File: config.mk
export PLATFORM = sky130hd
export DESIGN_NAME = serial_bus_unit_ctrl
export DESIGN_NICKNAME = d
export VERILOG_FILES = /design/src/serial_bus_unit_pkg.sv /design/src/serial_bus_unit_ctrl.sv
export SDC_FILE = /design/constraint.sdc
export NUM_CORES = 1
export LEC_CHECK = 0
export ABC_CLOCK_PERIOD_IN_PS = 3350
export BUFFER_PORTS_ARGS = -buffer_cell sky130_fd_sc_hd__buf_4
export CAP_MARGIN = 0
export CORE_MARGIN = 2
export CORE_UTILIZATION = 52
export DETAILED_ROUTE_END_ITERATION = 10
export PLACE_DENSITY = 0.81
export SYNTH_ARGS = -nofsm -noshare
export SYNTH_HDL_FRONTEND = slang
export SYNTH_SLANG_ARGS = --single-unit
File: constraint.sdc
create_clock -name pclk -period 3.35 [get_ports pclk]
set_clock_uncertainty 0.05 [all_clocks]
set_input_delay 1.005 -clock pclk [delete_from_list [all_inputs] [get_ports pclk]]
set_output_delay 1.005 -clock pclk [all_outputs]
set_load 0.005 [all_outputs]
File: src/serial_bus_unit_pkg.sv
/*
 * Constants for the serial bus unit control front end: register offsets,
 * field positions, reset values, mode codes and timing counts.
 * Assumes a 40 MHz pclk and a 32-bit APB register bus.
 */
`default_nettype none

package serial_bus_unit_pkg;

    // Register byte offsets
    localparam logic [7:0] OFS_IFACE_ENABLE_CTRL    = 8'h00;
    localparam logic [7:0] OFS_TRANSFER_FORMAT_CTRL = 8'h04;
    localparam logic [7:0] OFS_DATA_BUFFER          = 8'h08;
    localparam logic [7:0] OFS_OWN_BUS_ADDRESS      = 8'h0c;
    localparam logic [7:0] OFS_BUS_COMMAND_CTRL     = 8'h10;
    localparam logic [7:0] OFS_BAUD_CTRL_ZERO       = 8'h14;

    // Enable register
    localparam int BIT_BUS_IFACE_ENABLE = 7;

    // Transfer format register
    localparam int BIT_BC_LO            = 5;
    localparam int BIT_ACK              = 4;
    localparam int BIT_FMT_ONE          = 3;
    localparam int BIT_SCK_LO           = 0;
    localparam logic [2:0] RST_BIT_COUNT = 3'h0;
    localparam logic [2:0] RST_SCL_RATE  = 3'h0;
    localparam logic [2:0] SCL_RATE_RESERVED = 3'h7;
    localparam logic [3:0] FULL_BYTE_BITS    = 4'h8;

    // Command register / status register
    localparam int BIT_MASTER   = 7;
    localparam int BIT_TRANSMIT = 6;
    localparam int BIT_START    = 5;
    localparam int BIT_IRQ      = 4;
    localparam int BIT_MODE_LO  = 2;
    localparam int BIT_SWR_LO   = 0;
    localparam logic [1:0] SWR_ARM  = 2'h2;
    localparam logic [1:0] SWR_FIRE = 2'h1;

    // Baud register 0
    localparam int BIT_IDLE_RUN = 6;
    localparam logic [7:0] BAUD_FIXED_ONES = 8'hbe;

    // Operating modes
    localparam logic [1:0] MODE_PORT = 2'h0;
    localparam logic [1:0] MODE_SIO  = 2'h1;
    localparam logic [1:0] MODE_I2C  = 2'h2;
    localparam logic [1:0] MODE_RSVD = 2'h3;

    // SCL divider: period = 2^(code + base) + offset
    localparam int SCL_EXP_BASE = 5;
    localparam int SCL_OFFSET   = 72;

    // Timing
    localparam int CLK_PERIOD_PS   = 25000;
    localparam int SOFT_RST_NS     = 100;
    localparam int SOFT_RST_CYCLES = (SOFT_RST_NS * 1000 + CLK_PERIOD_PS - 1) / CLK_PERIOD_PS;

endpackage

`default_nettype wire

File: src/serial_bus_unit_ctrl.sv
/*
 * Control and status front end of one serial bus unit channel: APB register
 * file, module enable with clock gate request, transfer format, SCL rate
 * divider, mode select, start/stop requests, soft reset and interrupt flag.
 * Assumes a transfer engine on the same pclk reporting bus events as
 * one-cycle pulses or levels; the engine gates its clock with clk_gate_en.
 */
`timescale 1ns/1ps
`default_nettype none

module serial_bus_unit_ctrl
    import serial_bus_unit_pkg::*;
#(
    parameter int SOFT_RST_LEN = SOFT_RST_CYCLES
) (
    input  wire logic        pclk,            // System clock, 40 MHz
    input  wire logic        presetn,         // Async reset, active low
    input  wire logic        psel,            // APB select
    input  wire logic        penable,         // APB access phase
    input  wire logic        pwrite,          // APB direction
    input  wire logic [7:0]  paddr,           // APB byte address
    input  wire logic [31:0] pwdata,          // APB write data
    output logic      [31:0] prdata,          // APB read data
    output logic             pready,          // APB ready
    output logic             pslverr,         // APB error, unmapped address
    input  wire logic        start_detected,  // Engine: start seen on bus
    input  wire logic        stop_detected,   // Engine: stop seen on bus
    input  wire logic        arb_lost,        // Engine: arbitration lost
    input  wire logic        xfer_done,       // Engine: transfer finished
    input  wire logic        bus_busy_in,     // Engine: bus busy level
    input  wire logic        addr_match_in,   // Engine: address matched
    input  wire logic        gen_call_in,     // Engine: general call seen
    input  wire logic        last_bit_in,     // Engine: last received bit
    input  wire logic [7:0]  rx_data_in,      // Engine: received byte
    input  wire logic        rx_load,         // Engine: received byte valid
    output logic             clk_gate_en,     // Clock gate enable for engine
    output logic             scl_tick,        // One pulse per SCL period
    output logic [3:0]       xfer_clocks,     // SCL clocks in next transfer
    output logic [3:0]       data_bits,       // Data bits in next transfer
    output logic             ack_mode,        // Acknowledge mode
    output logic             master_select,   // Master role
    output logic             transmit_select, // Transmit direction
    output logic [1:0]       iface_mode,      // Operating mode
    output logic             start_req,       // Pulse: generate start
    output logic             stop_req,        // Pulse: generate stop
    output logic             soft_reset_busy, // Engine soft reset level
    output logic [7:0]       tx_data,         // Transmit byte
    output logic             tx_load,         // Pulse: transmit byte written
    output logic [7:0]       own_addr,        // Own address and format bit
    output logic             idle_run,        // Run in idle mode
    output logic             serial_bus_irq   // Interrupt request
);

    ////////////////////////////////////////////////////////////////////////
    // Helpers

    function automatic logic [3:0] len_of(input logic [2:0] bc);
        len_of = (bc == 3'h0) ? FULL_BYTE_BITS : {1'b0, bc};
    endfunction

    function automatic logic [15:0] scl_period(input logic [2:0] code);
        logic [4:0] e;
        e = 5'(code) + 5'(SCL_EXP_BASE);
        scl_period = (16'h1 << e) + 16'(SCL_OFFSET);
    endfunction

    localparam int SRW = $clog2(SOFT_RST_LEN + 1);

    ////////////////////////////////////////////////////////////////////////
    // State

    logic        enable_ff;
    logic        ever_en_ff;
    logic [2:0]  bc_ff;
    logic        ack_ff;
    logic [2:0]  sck_ff;
    logic        mst_ff;
    logic        trx_ff;
    logic        pin_ff;
    logic [1:0]  mode_ff;
    logic        swr_armed_ff;
    logic [SRW-1:0] srst_cnt_ff;
    logic        al_ff;
    logic        aas_ff;
    logic        ado_ff;
    logic        lrb_ff;
    logic        bb_ff;
    logic [7:0]  rxbuf_ff;
    logic [7:0]  txbuf_ff;
    logic        tx_load_ff;
    logic [7:0]  addr_ff;
    logic        idle_ff;
    logic        start_ff;
    logic        stop_ff;
    logic [15:0] div_ff;
    logic        tick_ff;
    logic [31:0] prdata_ff;
    logic        pready_ff;
    logic        pslverr_ff;
    logic        irq_ff;

    logic        wr_done;
    logic        cfg_wr;
    logic        sr_active;
    logic        mapped;
    logic [31:0] nxt_prdata;

    assign wr_done   = psel && penable && pready_ff && pwrite;
    assign cfg_wr    = wr_done && enable_ff && !sr_active;
    assign sr_active = (srst_cnt_ff != '0);
    assign mapped    = (paddr == OFS_IFACE_ENABLE_CTRL) || (paddr == OFS_TRANSFER_FORMAT_CTRL)
                    || (paddr == OFS_DATA_BUFFER) || (paddr == OFS_OWN_BUS_ADDRESS)
                    || (paddr == OFS_BUS_COMMAND_CTRL) || (paddr == OFS_BAUD_CTRL_ZERO);

    ////////////////////////////////////////////////////////////////////////
    // APB slave: one wait state, registered answer

    always_comb begin
        nxt_prdata = 32'h0;
        if (ever_en_ff || paddr == OFS_IFACE_ENABLE_CTRL) begin
            unique case (paddr)
                OFS_IFACE_ENABLE_CTRL:    nxt_prdata[BIT_BUS_IFACE_ENABLE] = enable_ff;
                OFS_TRANSFER_FORMAT_CTRL: nxt_prdata[7:0] = {bc_ff, ack_ff, 1'b1, sck_ff[2:1],
                                                             !sr_active};
                OFS_DATA_BUFFER:          nxt_prdata[7:0] = rxbuf_ff;
                OFS_OWN_BUS_ADDRESS:      nxt_prdata[7:0] = addr_ff;
                OFS_BUS_COMMAND_CTRL:     nxt_prdata[7:0] = {mst_ff, trx_ff, bb_ff, pin_ff,
                                                             al_ff, aas_ff, ado_ff, lrb_ff};
                OFS_BAUD_CTRL_ZERO:       nxt_prdata[7:0] = BAUD_FIXED_ONES | {1'b0, idle_ff, 6'h0};
                default:                  nxt_prdata = 32'h0;
            endcase
        end
    end

    always_ff @(posedge pclk or negedge presetn) begin
        if (!presetn) begin
            pready_ff  <= 1'b0;
            prdata_ff  <= 32'h0;
            pslverr_ff <= 1'b0;
        end else if (psel && penable && !pready_ff) begin
            pready_ff  <= 1'b1;
            prdata_ff  <= pwrite ? 32'h0 : nxt_prdata;
            pslverr_ff <= !mapped;
        end else begin
            pready_ff  <= 1'b0;
            pslverr_ff <= 1'b0;
        end
    end

    ////////////////////////////////////////////////////////////////////////
    // Enable register, always clocked

    always_ff @(posedge pclk or negedge presetn) begin
        if (!presetn) begin
            enable_ff  <= 1'b0;
            ever_en_ff <= 1'b0;
        end else if (wr_done && paddr == OFS_IFACE_ENABLE_CTRL) begin
            enable_ff  <= pwdata[BIT_BUS_IFACE_ENABLE];
            if (pwdata[BIT_BUS_IFACE_ENABLE])
                ever_en_ff <= 1'b1;
        end
    end

    ////////////////////////////////////////////////////////////////////////
    // Transfer format and rate; held while disabled

    always_ff @(posedge pclk or negedge presetn) begin
        if (!presetn) begin
            bc_ff  <= RST_BIT_COUNT;
            ack_ff <= 1'b0;
            sck_ff <= RST_SCL_RATE;
        end else if (enable_ff) begin
            if (start_detected)
                bc_ff <= 3'h0;
            else if (cfg_wr && paddr == OFS_TRANSFER_FORMAT_CTRL)
                bc_ff <= pwdata[BIT_BC_LO +: 3];
            if (cfg_wr && paddr == OFS_TRANSFER_FORMAT_CTRL) begin
                ack_ff <= pwdata[BIT_ACK];
                sck_ff <= pwdata[BIT_SCK_LO +: 3];
            end
        end
    end

    ////////////////////////////////////////////////////////////////////////
    // Command register and soft reset

    always_ff @(posedge pclk or negedge presetn) begin
        if (!presetn) begin
            mst_ff       <= 1'b0;
            trx_ff       <= 1'b0;
            mode_ff      <= MODE_PORT;
            swr_armed_ff <= 1'b0;
            srst_cnt_ff  <= '0;
            start_ff     <= 1'b0;
            stop_ff      <= 1'b0;
        end else begin
            start_ff <= 1'b0;
            stop_ff  <= 1'b0;
            if (sr_active)
                srst_cnt_ff <= srst_cnt_ff - SRW'(1);
            if (enable_ff) begin
                if (cfg_wr && paddr == OFS_BUS_COMMAND_CTRL) begin
                    mst_ff  <= pwdata[BIT_MASTER];
                    trx_ff  <= pwdata[BIT_TRANSMIT];
                    mode_ff <= pwdata[BIT_MODE_LO +: 2];
                    if (mode_ff == MODE_I2C || pwdata[BIT_MODE_LO +: 2] == MODE_I2C) begin
                        start_ff <= pwdata[BIT_START];
                        stop_ff  <= !pwdata[BIT_START];
                    end
                    if (pwdata[BIT_SWR_LO +: 2] == SWR_ARM)
                        swr_armed_ff <= 1'b1;
                    else if (pwdata[BIT_SWR_LO +: 2] == SWR_FIRE && swr_armed_ff) begin
                        swr_armed_ff <= 1'b0;
                        srst_cnt_ff  <= SRW'(SOFT_RST_LEN);
                        mode_ff      <= MODE_I2C;
                        mst_ff       <= 1'b0;
                        trx_ff       <= 1'b0;
                        start_ff     <= 1'b0;
                        stop_ff      <= 1'b0;
                    end else if (pwdata[BIT_SWR_LO +: 2] != 2'h0)
                        swr_armed_ff <= 1'b0;
                end
                if (stop_detected || arb_lost) begin
                    mst_ff <= 1'b0;
                    trx_ff <= 1'b0;
                end
            end
        end
    end

    ////////////////////////////////////////////////////////////////////////
    // Status flags; hardware set wins over software clear

    always_ff @(posedge pclk or negedge presetn) begin
        if (!presetn) begin
            pin_ff <= 1'b1;
            al_ff  <= 1'b0;
            aas_ff <= 1'b0;
            ado_ff <= 1'b0;
            lrb_ff <= 1'b0;
            bb_ff  <= 1'b0;
        end else if (sr_active) begin
            pin_ff <= 1'b1;
            al_ff  <= 1'b0;
            aas_ff <= 1'b0;
            ado_ff <= 1'b0;
        end else if (enable_ff) begin
            if (xfer_done || arb_lost)
                pin_ff <= 1'b0;
            else if (cfg_wr && paddr == OFS_BUS_COMMAND_CTRL && pwdata[BIT_IRQ])
                pin_ff <= 1'b1;
            if (arb_lost)
                al_ff <= 1'b1;
            else if (start_detected)
                al_ff <= 1'b0;
            aas_ff <= addr_match_in || gen_call_in;
            ado_ff <= gen_call_in;
            lrb_ff <= last_bit_in;
            bb_ff  <= bus_busy_in;
        end
    end

    ////////////////////////////////////////////////////////////////////////
    // Data, address and baud registers

    always_ff @(posedge pclk or negedge presetn) begin
        if (!presetn) begin
            rxbuf_ff   <= 8'h0;
            txbuf_ff   <= 8'h0;
            tx_load_ff <= 1'b0;
            addr_ff    <= 8'h0;
            idle_ff    <= 1'b0;
        end else begin
            tx_load_ff <= 1'b0;
            if (enable_ff) begin
                if (rx_load)
                    rxbuf_ff <= rx_data_in;
                if (cfg_wr && paddr == OFS_DATA_BUFFER) begin
                    txbuf_ff   <= pwdata[7:0];
                    tx_load_ff <= 1'b1;
                end
                if (cfg_wr && paddr == OFS_OWN_BUS_ADDRESS)
                    addr_ff <= pwdata[7:0];
                if (cfg_wr && paddr == OFS_BAUD_CTRL_ZERO)
                    idle_ff <= pwdata[BIT_IDLE_RUN];
            end
        end
    end

    ////////////////////////////////////////////////////////////////////////
    // SCL rate divider; stands still for the reserved code

    always_ff @(posedge pclk or negedge presetn) begin
        if (!presetn) begin
            div_ff  <= 16'h0;
            tick_ff <= 1'b0;
        end else if (!enable_ff || !mst_ff || mode_ff != MODE_I2C
                     || sck_ff == SCL_RATE_RESERVED || sr_active) begin
            div_ff  <= 16'h0;
            tick_ff <= 1'b0;
        end else if (div_ff >= scl_period(sck_ff) - 16'h1) begin
            div_ff  <= 16'h0;
            tick_ff <= 1'b1;
        end else begin
            div_ff  <= div_ff + 16'h1;
            tick_ff <= 1'b0;
        end
    end

    ////////////////////////////////////////////////////////////////////////
    // Interrupt output

    function automatic logic nxt_pin_clear_view();
        nxt_pin_clear_view = pin_ff || (cfg_wr && paddr == OFS_BUS_COMMAND_CTRL && pwdata[BIT_IRQ])
                             || sr_active;
    endfunction

    // Soft reset forces the flag to cleared, so the output follows it
    always_ff @(posedge pclk or negedge presetn) begin
        if (!presetn)
            irq_ff <= 1'b0;
        else if (sr_active)
            irq_ff <= 1'b0;
        else if (enable_ff)
            irq_ff <= (xfer_done || arb_lost) ? 1'b1 : !nxt_pin_clear_view();
    end

    ////////////////////////////////////////////////////////////////////////
    // Outputs

    assign prdata          = prdata_ff;
    assign pready          = pready_ff;
    assign pslverr         = pslverr_ff;
    assign clk_gate_en     = enable_ff;
    assign scl_tick        = tick_ff;
    assign data_bits       = len_of(bc_ff);
    assign xfer_clocks     = len_of(bc_ff) + {3'h0, ack_ff};
    assign ack_mode        = ack_ff;
    assign master_select   = mst_ff;
    assign transmit_select = trx_ff;
    assign iface_mode      = mode_ff;
    assign start_req       = start_ff;
    assign stop_req        = stop_ff;
    assign soft_reset_busy = sr_active;
    assign tx_data         = txbuf_ff;
    assign tx_load         = tx_load_ff;
    assign own_addr        = addr_ff;
    assign idle_run        = idle_ff;
    assign serial_bus_irq  = irq_ff;

    ////////////////////////////////////////////////////////////////////////
    // Checks

    a_irq_follows_flag: assert property (@(posedge pclk) disable iff (!presetn)
        ##1 (serial_bus_irq == !pin_ff)) else $error("irq does not mirror interrupt flag");

    a_pin_clear_write: assert property (@(posedge pclk) disable iff (!presetn)
        (cfg_wr && paddr == OFS_BUS_COMMAND_CTRL && pwdata[BIT_IRQ] && !xfer_done && !arb_lost)
        |=> pin_ff) else $error("interrupt flag not cleared by write");

    a_pin_set_wins: assert property (@(posedge pclk) disable iff (!presetn)
        (enable_ff && !sr_active && xfer_done) |=> !pin_ff) else $error("done event lost");

    a_start_forces_bc: assert property (@(posedge pclk) disable iff (!presetn)
        (enable_ff && start_detected) |=> (bc_ff == 3'h0 && data_bits == 4'h8))
        else $error("bit count not forced on start");

    a_stop_clears_role: assert property (@(posedge pclk) disable iff (!presetn)
        (enable_ff && (stop_detected || arb_lost)) |=> (!mst_ff && !trx_ff))
        else $error("role not cleared after stop or arbitration loss");

    a_hold_disabled: assert property (@(posedge pclk) disable iff (!presetn)
        !enable_ff |=> ($stable(bc_ff) && $stable(sck_ff) && $stable(addr_ff) && $stable(ack_ff)))
        else $error("register changed while disabled");

    a_gate_off_tick: assert property (@(posedge pclk) disable iff (!presetn)
        !enable_ff |=> !scl_tick) else $error("scl tick while disabled");

    a_clock_count: assert property (@(posedge pclk) disable iff (!presetn)
        (xfer_clocks == data_bits + {3'h0, ack_mode})) else $error("clock count wrong");

    a_soft_reset_len: assert property (@(posedge pclk) disable iff (!presetn)
        $rose(sr_active) |-> (sr_active [*4]) ##1 (!sr_active && mode_ff == MODE_I2C))
        else $error("soft reset length or mode wrong");

    // Cycles between SCL ticks while the divider runs on code 000
    localparam logic [15:0] SCL_GAP_000 = 16'((1 << SCL_EXP_BASE) + SCL_OFFSET - 1);
    logic [15:0] tick_gap_ff;
    logic        gap_valid_ff;
    logic        gap_run;

    assign gap_run = enable_ff && mst_ff && mode_ff == MODE_I2C && sck_ff == 3'h0 && !sr_active;

    always_ff @(posedge pclk or negedge presetn) begin
        if (!presetn) begin
            tick_gap_ff  <= 16'h0;
            gap_valid_ff <= 1'b0;
        end else if (!gap_run) begin
            tick_gap_ff  <= 16'h0;
            gap_valid_ff <= 1'b0;
        end else if (scl_tick) begin
            tick_gap_ff  <= 16'h0;
            gap_valid_ff <= 1'b1;
        end else begin
            tick_gap_ff  <= tick_gap_ff + 16'h1;
        end
    end

    a_scl_period: assert property (@(posedge pclk) disable iff (!presetn)
        (scl_tick && gap_valid_ff) |-> (tick_gap_ff == SCL_GAP_000))
        else $error("scl period wrong for code 000");

endmodule

`default_nettype wire

==> results.md, run 1 <==
* Status: completed
* CP endpoint: div_ff[0]
* Max stage delay cell, worst path: or4_1
* IO Port Bufs at 84
* Gr usage total at 24.0%
* Total CTS buffers at 9
* R2R cell count at 10
* Post-synthesis xor/xnor area fraction at 3.09%
* Remaining antenna violation count at 0
* Buf/Inv on CP at 1
* HPWL after DPL at 7530 µm
* Ys flop type: dfrtp_1
* CP Capture Type: flop
* Final cell count without fillers at 604
* Total number of vias at 3368
* Yosys Warn Count at 0
* Top cell type's share of synthesized area at 45.9%
* VDD IR max at 209 µV
* Synth Area in Simple Gates at 18.3%
* Worst min-delay path class: flop to flop
* Grt total ovfl at 0
* Count leader, synth: dfrtp_1
* Fin nets at 577
* Die area at 8920 µm²
* Top delay family on crit path: simple AND/OR/NAND/NOR gates
* Die W at 94.5 µm
* Ys async rst share at 100%
* Slew headroom at 35.0%
* CTS clk-pin slew, worst paths at 0.09 ns
* Placed Cells at 588
* Max Slew Vio Count at 0
* Per-cell routed wire length at 16.9 µm
* CP max stage delay at 0.55 ns
* Most used cell, CP: ha_1
* Routed WL at 10200 µm
* Post-route DRC at 0
* Arr. time, crit path at 3.34 ns
* Share of synthesized area spent on multiplexers at 9.03%
* Area share of fa/ha/maj cells after synthesis at 5.29%
* Final TNS setup at 0 ns
* Worst EP required at 3.55 ns
* Yosys reg bits at 79
* Leakage at 0.00260 µW
* Commonest cells post-synth: 78 x dfrtp_1, 42 x nor2_1, 29 x nand2_1
* Max Cap Violations at 0
* First-pass GRT wire length at 16200 µm
* Fraction of layout cells with a size suffix above 1 at 27.7%
* Setup violators final at 0
* Worst skew pair latency at 0.37 ns
* Num rows at 32
* Setup repair bufs after CTS at 0
* Layout area overhead at 19.8%
* Instance count on the critical path at 10
* Antenna cells at 0
* PD cells at 360 nW/µm²
* CTS tree: built
* Synthesized area at 4260 µm²
* Post-synthesis average cell area at 10.3 µm²
* Post-synth EDFFs at 0
* Bufs on Longest Clock Path at 2
* Crit. Startpoint: sck_ff[1]
* Top cells by area, synth: dfrtp_1 46%, ha_1 5.3%, buf_4 4.4%
* Post-synthesis cell count at 412
* RSZ-0062 raised after global routing: no
* Via density at 5.58
* Largest family of logic cells by synthesized area: simple AND/OR/NAND/NOR gates
* Period Utilization, post-route at 93.8%
* Final hold vios at 0
* Number of global-route vias before repair at 3306
* Clock sinks at 79
* Root buf cell: clkbuf_8
* Hold buffer count at cts at 0
* Cell accounting for the most synthesized area: dfrtp_1
* Routability Congestion at 0.896
* Drt first pass iters at 7
* Fin Hold WS at 0.445 ns
* Hold Startpoint: prdata[7]
* Worst R2R Setup Slack at 0.21 ns
* Initial antenna violation count at 0
* Final Critical Period at 3.14 ns
* Worst-Margin Slew at 0.975 ns
* Core area at 7850 µm²
* Initial core utilization at 54.2%
* Max Fclk at 0.318 GHz
* R2R Path End: div_ff[0]
* Critical path, cell by cell: and2_1 -> ha_1 -> nand2b_1 -> ha_1 -> nand4_1 -> or4_1 -> a311oi_2 -> nand4bb_1 -> buf_4 -> nor2_1
* Fill cell total of the finished layout at 659
* CP Max Fanout at 9
* Largest net degree at the start of global routing at 80
* Synth cell types at 61
* I/O pin cnt at 133
* H-tree depth reported by CTS at 3
* Worst R2R Start: sck_ff[1]
* CP Launch Type: flop
* Iter 0 DRT Violations at 201
* DIE HEIGHT at 94.5 µm
* Register area share after synthesis at 46.5%
* Setup CP Type: flop to flop
* Synth Area in Compound Gates at 10.4%
[metrics by stage]
| stage | setup slack, ns | total power (µW) | utilization (%) | cell area, µm² |
|---|---|---|---|---|
| 3_5_place_dp | 0.273 | 1120 | 62.3 | 4890 |
| 2_1_floorplan | 0.475 | 1060 | - | 4350 |
| 5_1_grt | 0.0268 | 1900 | 65.0 | 5100 |
| 4_1_cts | 0.190 | 1840 | 64.9 | 5090 |
| 6_report | 0.209 | 1840 | 65.0 | 5100 |
| 3_3_place_gp | 0.359 | 1110 | 62.3 | 4890 |
[flip-flops by register name, indices dropped and copies added, names as in the netlist, 2 cells and up]
| signal | flops |
|---|---|
| own_addr | 8 |
| prdata | 8 |
| tx_data | 8 |
| iface_mode | 2 |
| rxbuf_ff | 8 |
| sck_ff | 3 |
| div_ff | 16 |
| srst_cnt_ff | 3 |
| bc_ff | 3 |
[how the worst min path moves through the flow]
stage	depth (start not counted)	slack (ns)	end
finish	2	0.45	prdata[7]
global route	1	0.48	rxbuf_ff[5]
floorplan	1	0.41	ever_en_ff
detailed placement	2	0.43	tx_data[6]
global placement	2	0.42	prdata[7]
CTS	2	0.45	tx_data[6]
[placed cells by master, fill, tap and decap left out, types with 5 or more instances in the layout]
cell type / instances
buf_4: 90
dfrtp_1: 78
nor2_1: 42
nand2_1: 29
conb_1: 26
a21oi_1: 22
ha_1: 18
nand3_1: 16
o21ai_0: 14
mux2_2: 14
inv_1: 12
o21ai_1: 9
clkbuf_8: 9
xor2_1: 8
mux2_4: 8
nand4_1: 7
xnor2_1: 7
and3_1: 6
nor2b_1: 5
nand3b_1: 5
mux2i_1: 5
mux2_1: 5
[timing repair]
action,in CTS,in global routing
resized for setup,0,1
endpoints found under the setup margin,0,15
hold endpoints to repair,0,0
[kinds of logic (layout without fill, tap and decap cells)]
kind of cell               count (synthesis)  in the layout
AOI/OAI and AO/OA                         72             72
adders and majority gates                 18             18
xor gates and xnor gates                  15             15
and+or+nand+nor                          142            142
muxes                                     32             32
buffers and inverters                     52            118
other                                      2             26
DFF                                       79             79
[worst reg2reg max path, stage by stage (launching register included)]
cell       delay, ns
dfrtp_1         0.45
and2_1          0.21
ha_1            0.38
nand2b_1        0.19
ha_1            0.33
nand4_1         0.13
or4_1           0.55
a311oi_2        0.31
nand4bb_1       0.19
buf_4           0.18
nor2_1          0.06
[power breakdown]
part           leakage [µW]  switching [µW]  internal [µW]
clock network      0.000100             384            353
logic               0.00141            76.4           49.8
registers           0.00109            7.70            965
total               0.00260             469           1370
[area by class of cell]
type	instances	area, µm²	area share [%]
clock inverters	7	81.3	1.60
multi-input cells	305	2070	40.5
inverters	12	45.0	0.884
flip-flops and latches	79	1980	38.8
repair buffers	90	676	13.3
well taps	102	128	2.50
clock buffers	9	124	2.43
[routing by layer]
layer / up-vias / global-route usage, % / part of all wire (%)
met4: 0 / 10.0 / 1.9
li1: 1583 / - / -
met3: 15 / 3.67 / 7.0
met5: - / 0 / 0
met1: 1621 / 31.8 / 42
met2: 149 / 39.6 / 49
Note: power is estimated with default switching activity, not from simulation.
==> run 2: changes to the inputs <==
Settings changed: ABC_CLOCK_PERIOD_IN_PS 3350 to 3400.
Clock period 3.35 ns to 3.4 ns, I/O delays scaled along.
==> run 2 against run 1 <==
Compared with the run above: highest routed layer unchanged; final cell count down 0.17%; largest cell class unchanged; die area stayed put; first-iteration DRC count is 4.0% higher; non-clock buffer count shrank 1; critical path depth is the same; sequential cell count stayed put.
==> results.md, run 2 (synthesis results as in run 1) <==
* Status: completed
* Die W at 94.5 µm
* CP Launch Type: flop
* Max Slew Vio Count at 0
* Worst min-delay path class: flop to flop
* RSZ-0062 raised after global routing: no
* CTS clk-pin slew, worst paths at 0.08 ns
* Antenna cells at 0
* Routed WL at 10200 µm
* Most frequent cells in the layout: 89 x buf_4, 78 x dfrtp_1, 42 x nor2_1
* Total CTS buffers at 9
* Initial antenna violation count at 0
* VDD IR max at 212 µV
* CP Capture Type: flop
* Initial core utilization at 54.2%
* Most common cell after layout, fill and taps aside: buf_4
* PD cells at 366 nW/µm²
* H-tree depth reported by CTS at 3
* Remaining antenna violation count at 0
* Worst skew pair latency at 0.36 ns
* Max Fclk at 0.321 GHz
* Fraction of layout cells with a size suffix above 1 at 27.1%
* Die area at 8920 µm²
* Arr. time, crit path at 3.31 ns
* DIE HEIGHT at 94.5 µm
* Root buf cell: clkbuf_8
* Fill cell total of the finished layout at 642
* Largest Register: div_ff
* Final hold vios at 0
* Worst-Margin Slew at 0.967 ns
* CTS tree: built
* Clock sinks at 79
* Slew headroom at 35.5%
* Hold buffer count at cts at 0
* Layout area overhead at 19.9%
* Total number of vias at 3389
* Final TNS setup at 0 ns
* Bufs on Longest Clock Path at 2
* HPWL after DPL at 7550 µm
* Max Cap Violations at 0
* Multi-input gate area in the final layout at 2060 µm²
* Period Utilization, post-route at 91.6%
* CP Max Fanout at 9
* I/O pin cnt at 133
* Post-route DRC at 0
* Num rows at 32
* Setup CP Type: flop to flop
* Resize count post-CTS at 0
* Number of global-route vias before repair at 3423
* Drt first pass iters at 5
* Leakage at 0.00260 µW
* Core area at 7850 µm²
* FF+latch area at 1980 µm²
* Setup repair bufs after CTS at 0
* Fin nets at 576
* Max reg flops at 16
* Per-cell routed wire length at 16.9 µm
* Routability Congestion at 0.902
* Final Critical Period at 3.11 ns
* Grt total ovfl at 0
* Via density at 5.62
* First-pass GRT wire length at 16800 µm
* Post-DP Area at 4880 µm²
* Final Cell Area at 5100 µm²
* IO Port Bufs at 84
* Iter 0 DRT Violations at 209
* Largest net degree at the start of global routing at 80
* Gr usage total at 24.4%
* Setup violators final at 0
* Worst EP required at 3.59 ns
## run 2: changes by cell type in the layout (fill, tap and decap cells not counted), sizes merged
cell    previous run  this run
clkbuf             9        11
buf               90        89
bufinv             1         2
inv               14        12
clkinv             3         2
## run 2: per-stage QoR
stage | total power [µW] | util [%] | setup WS (ns) | hold WS (ns) | std cells
2_1_floorplan | 1040 | - | 0.525 | 0.408 | 436
3_3_place_gp | 1100 | 62.2 | 0.395 | 0.419 | 587
3_5_place_dp | 1100 | 62.2 | 0.317 | 0.438 | 587
4_1_cts | 1870 | 65.0 | 0.296 | 0.456 | 603
5_1_grt | 1940 | 65.0 | 0.115 | 0.480 | 603
6_report | 1870 | 65.0 | 0.287 | 0.449 | 603
## run 2: routing by layer
| metal | wire, µm | track usage (%) | part of all wire (%) |
|---|---|---|---|
| met3 | 723 | 6.15 | 7.1 |
| met4 | 182 | 6.88 | 1.8 |
| met1 | 4230 | 31.3 | 41 |
| met5 | 0 | 0 | 0 |
| met2 | 5080 | 41.2 | 50 |
## run 2: worst paths after layout
check                           from          end  slack [ns]  depth (start not counted)
setup / recovery           sck_ff[1]    div_ff[7]        0.29                         10
setup reg to reg           sck_ff[1]    div_ff[7]        0.29                         10
max in group asynchronous    presetn  rxbuf_ff[5]        1.91                          1
min in group asynchronous    presetn    div_ff[6]        0.77                          1
hold / removal             prdata[7]    prdata[7]        0.45                          2
hold reg to reg            prdata[7]    prdata[7]        0.45                          2
## run 2: layout make-up
type | instances | share of cell area, %
Clock buffer | 11 | 2.77
Clock inverter | 5 | 1.59
Inverter | 12 | 0.883
Multi-Input combinational cell | 305 | 40.4
Sequential cell | 79 | 38.8
Tap cell | 102 | 2.50
Timing Repair Buffer | 89 | 13.1
## run 2: worst max-delay path: stages (launching register included)
cell       delay (ns)
dfrtp_1          0.44
and2_1           0.20
ha_1             0.38
nand2b_1         0.19
ha_1             0.32
nand4_1          0.12
or4_1            0.53
a311oi_1         0.35
nand4bb_1        0.20
buf_4            0.18
nor2_1           0.06
## run 2: where the power goes
part / switching, µW / internal, µW
clock network: 348 / 434
logic: 76.0 / 49.2
registers: 7.67 / 951
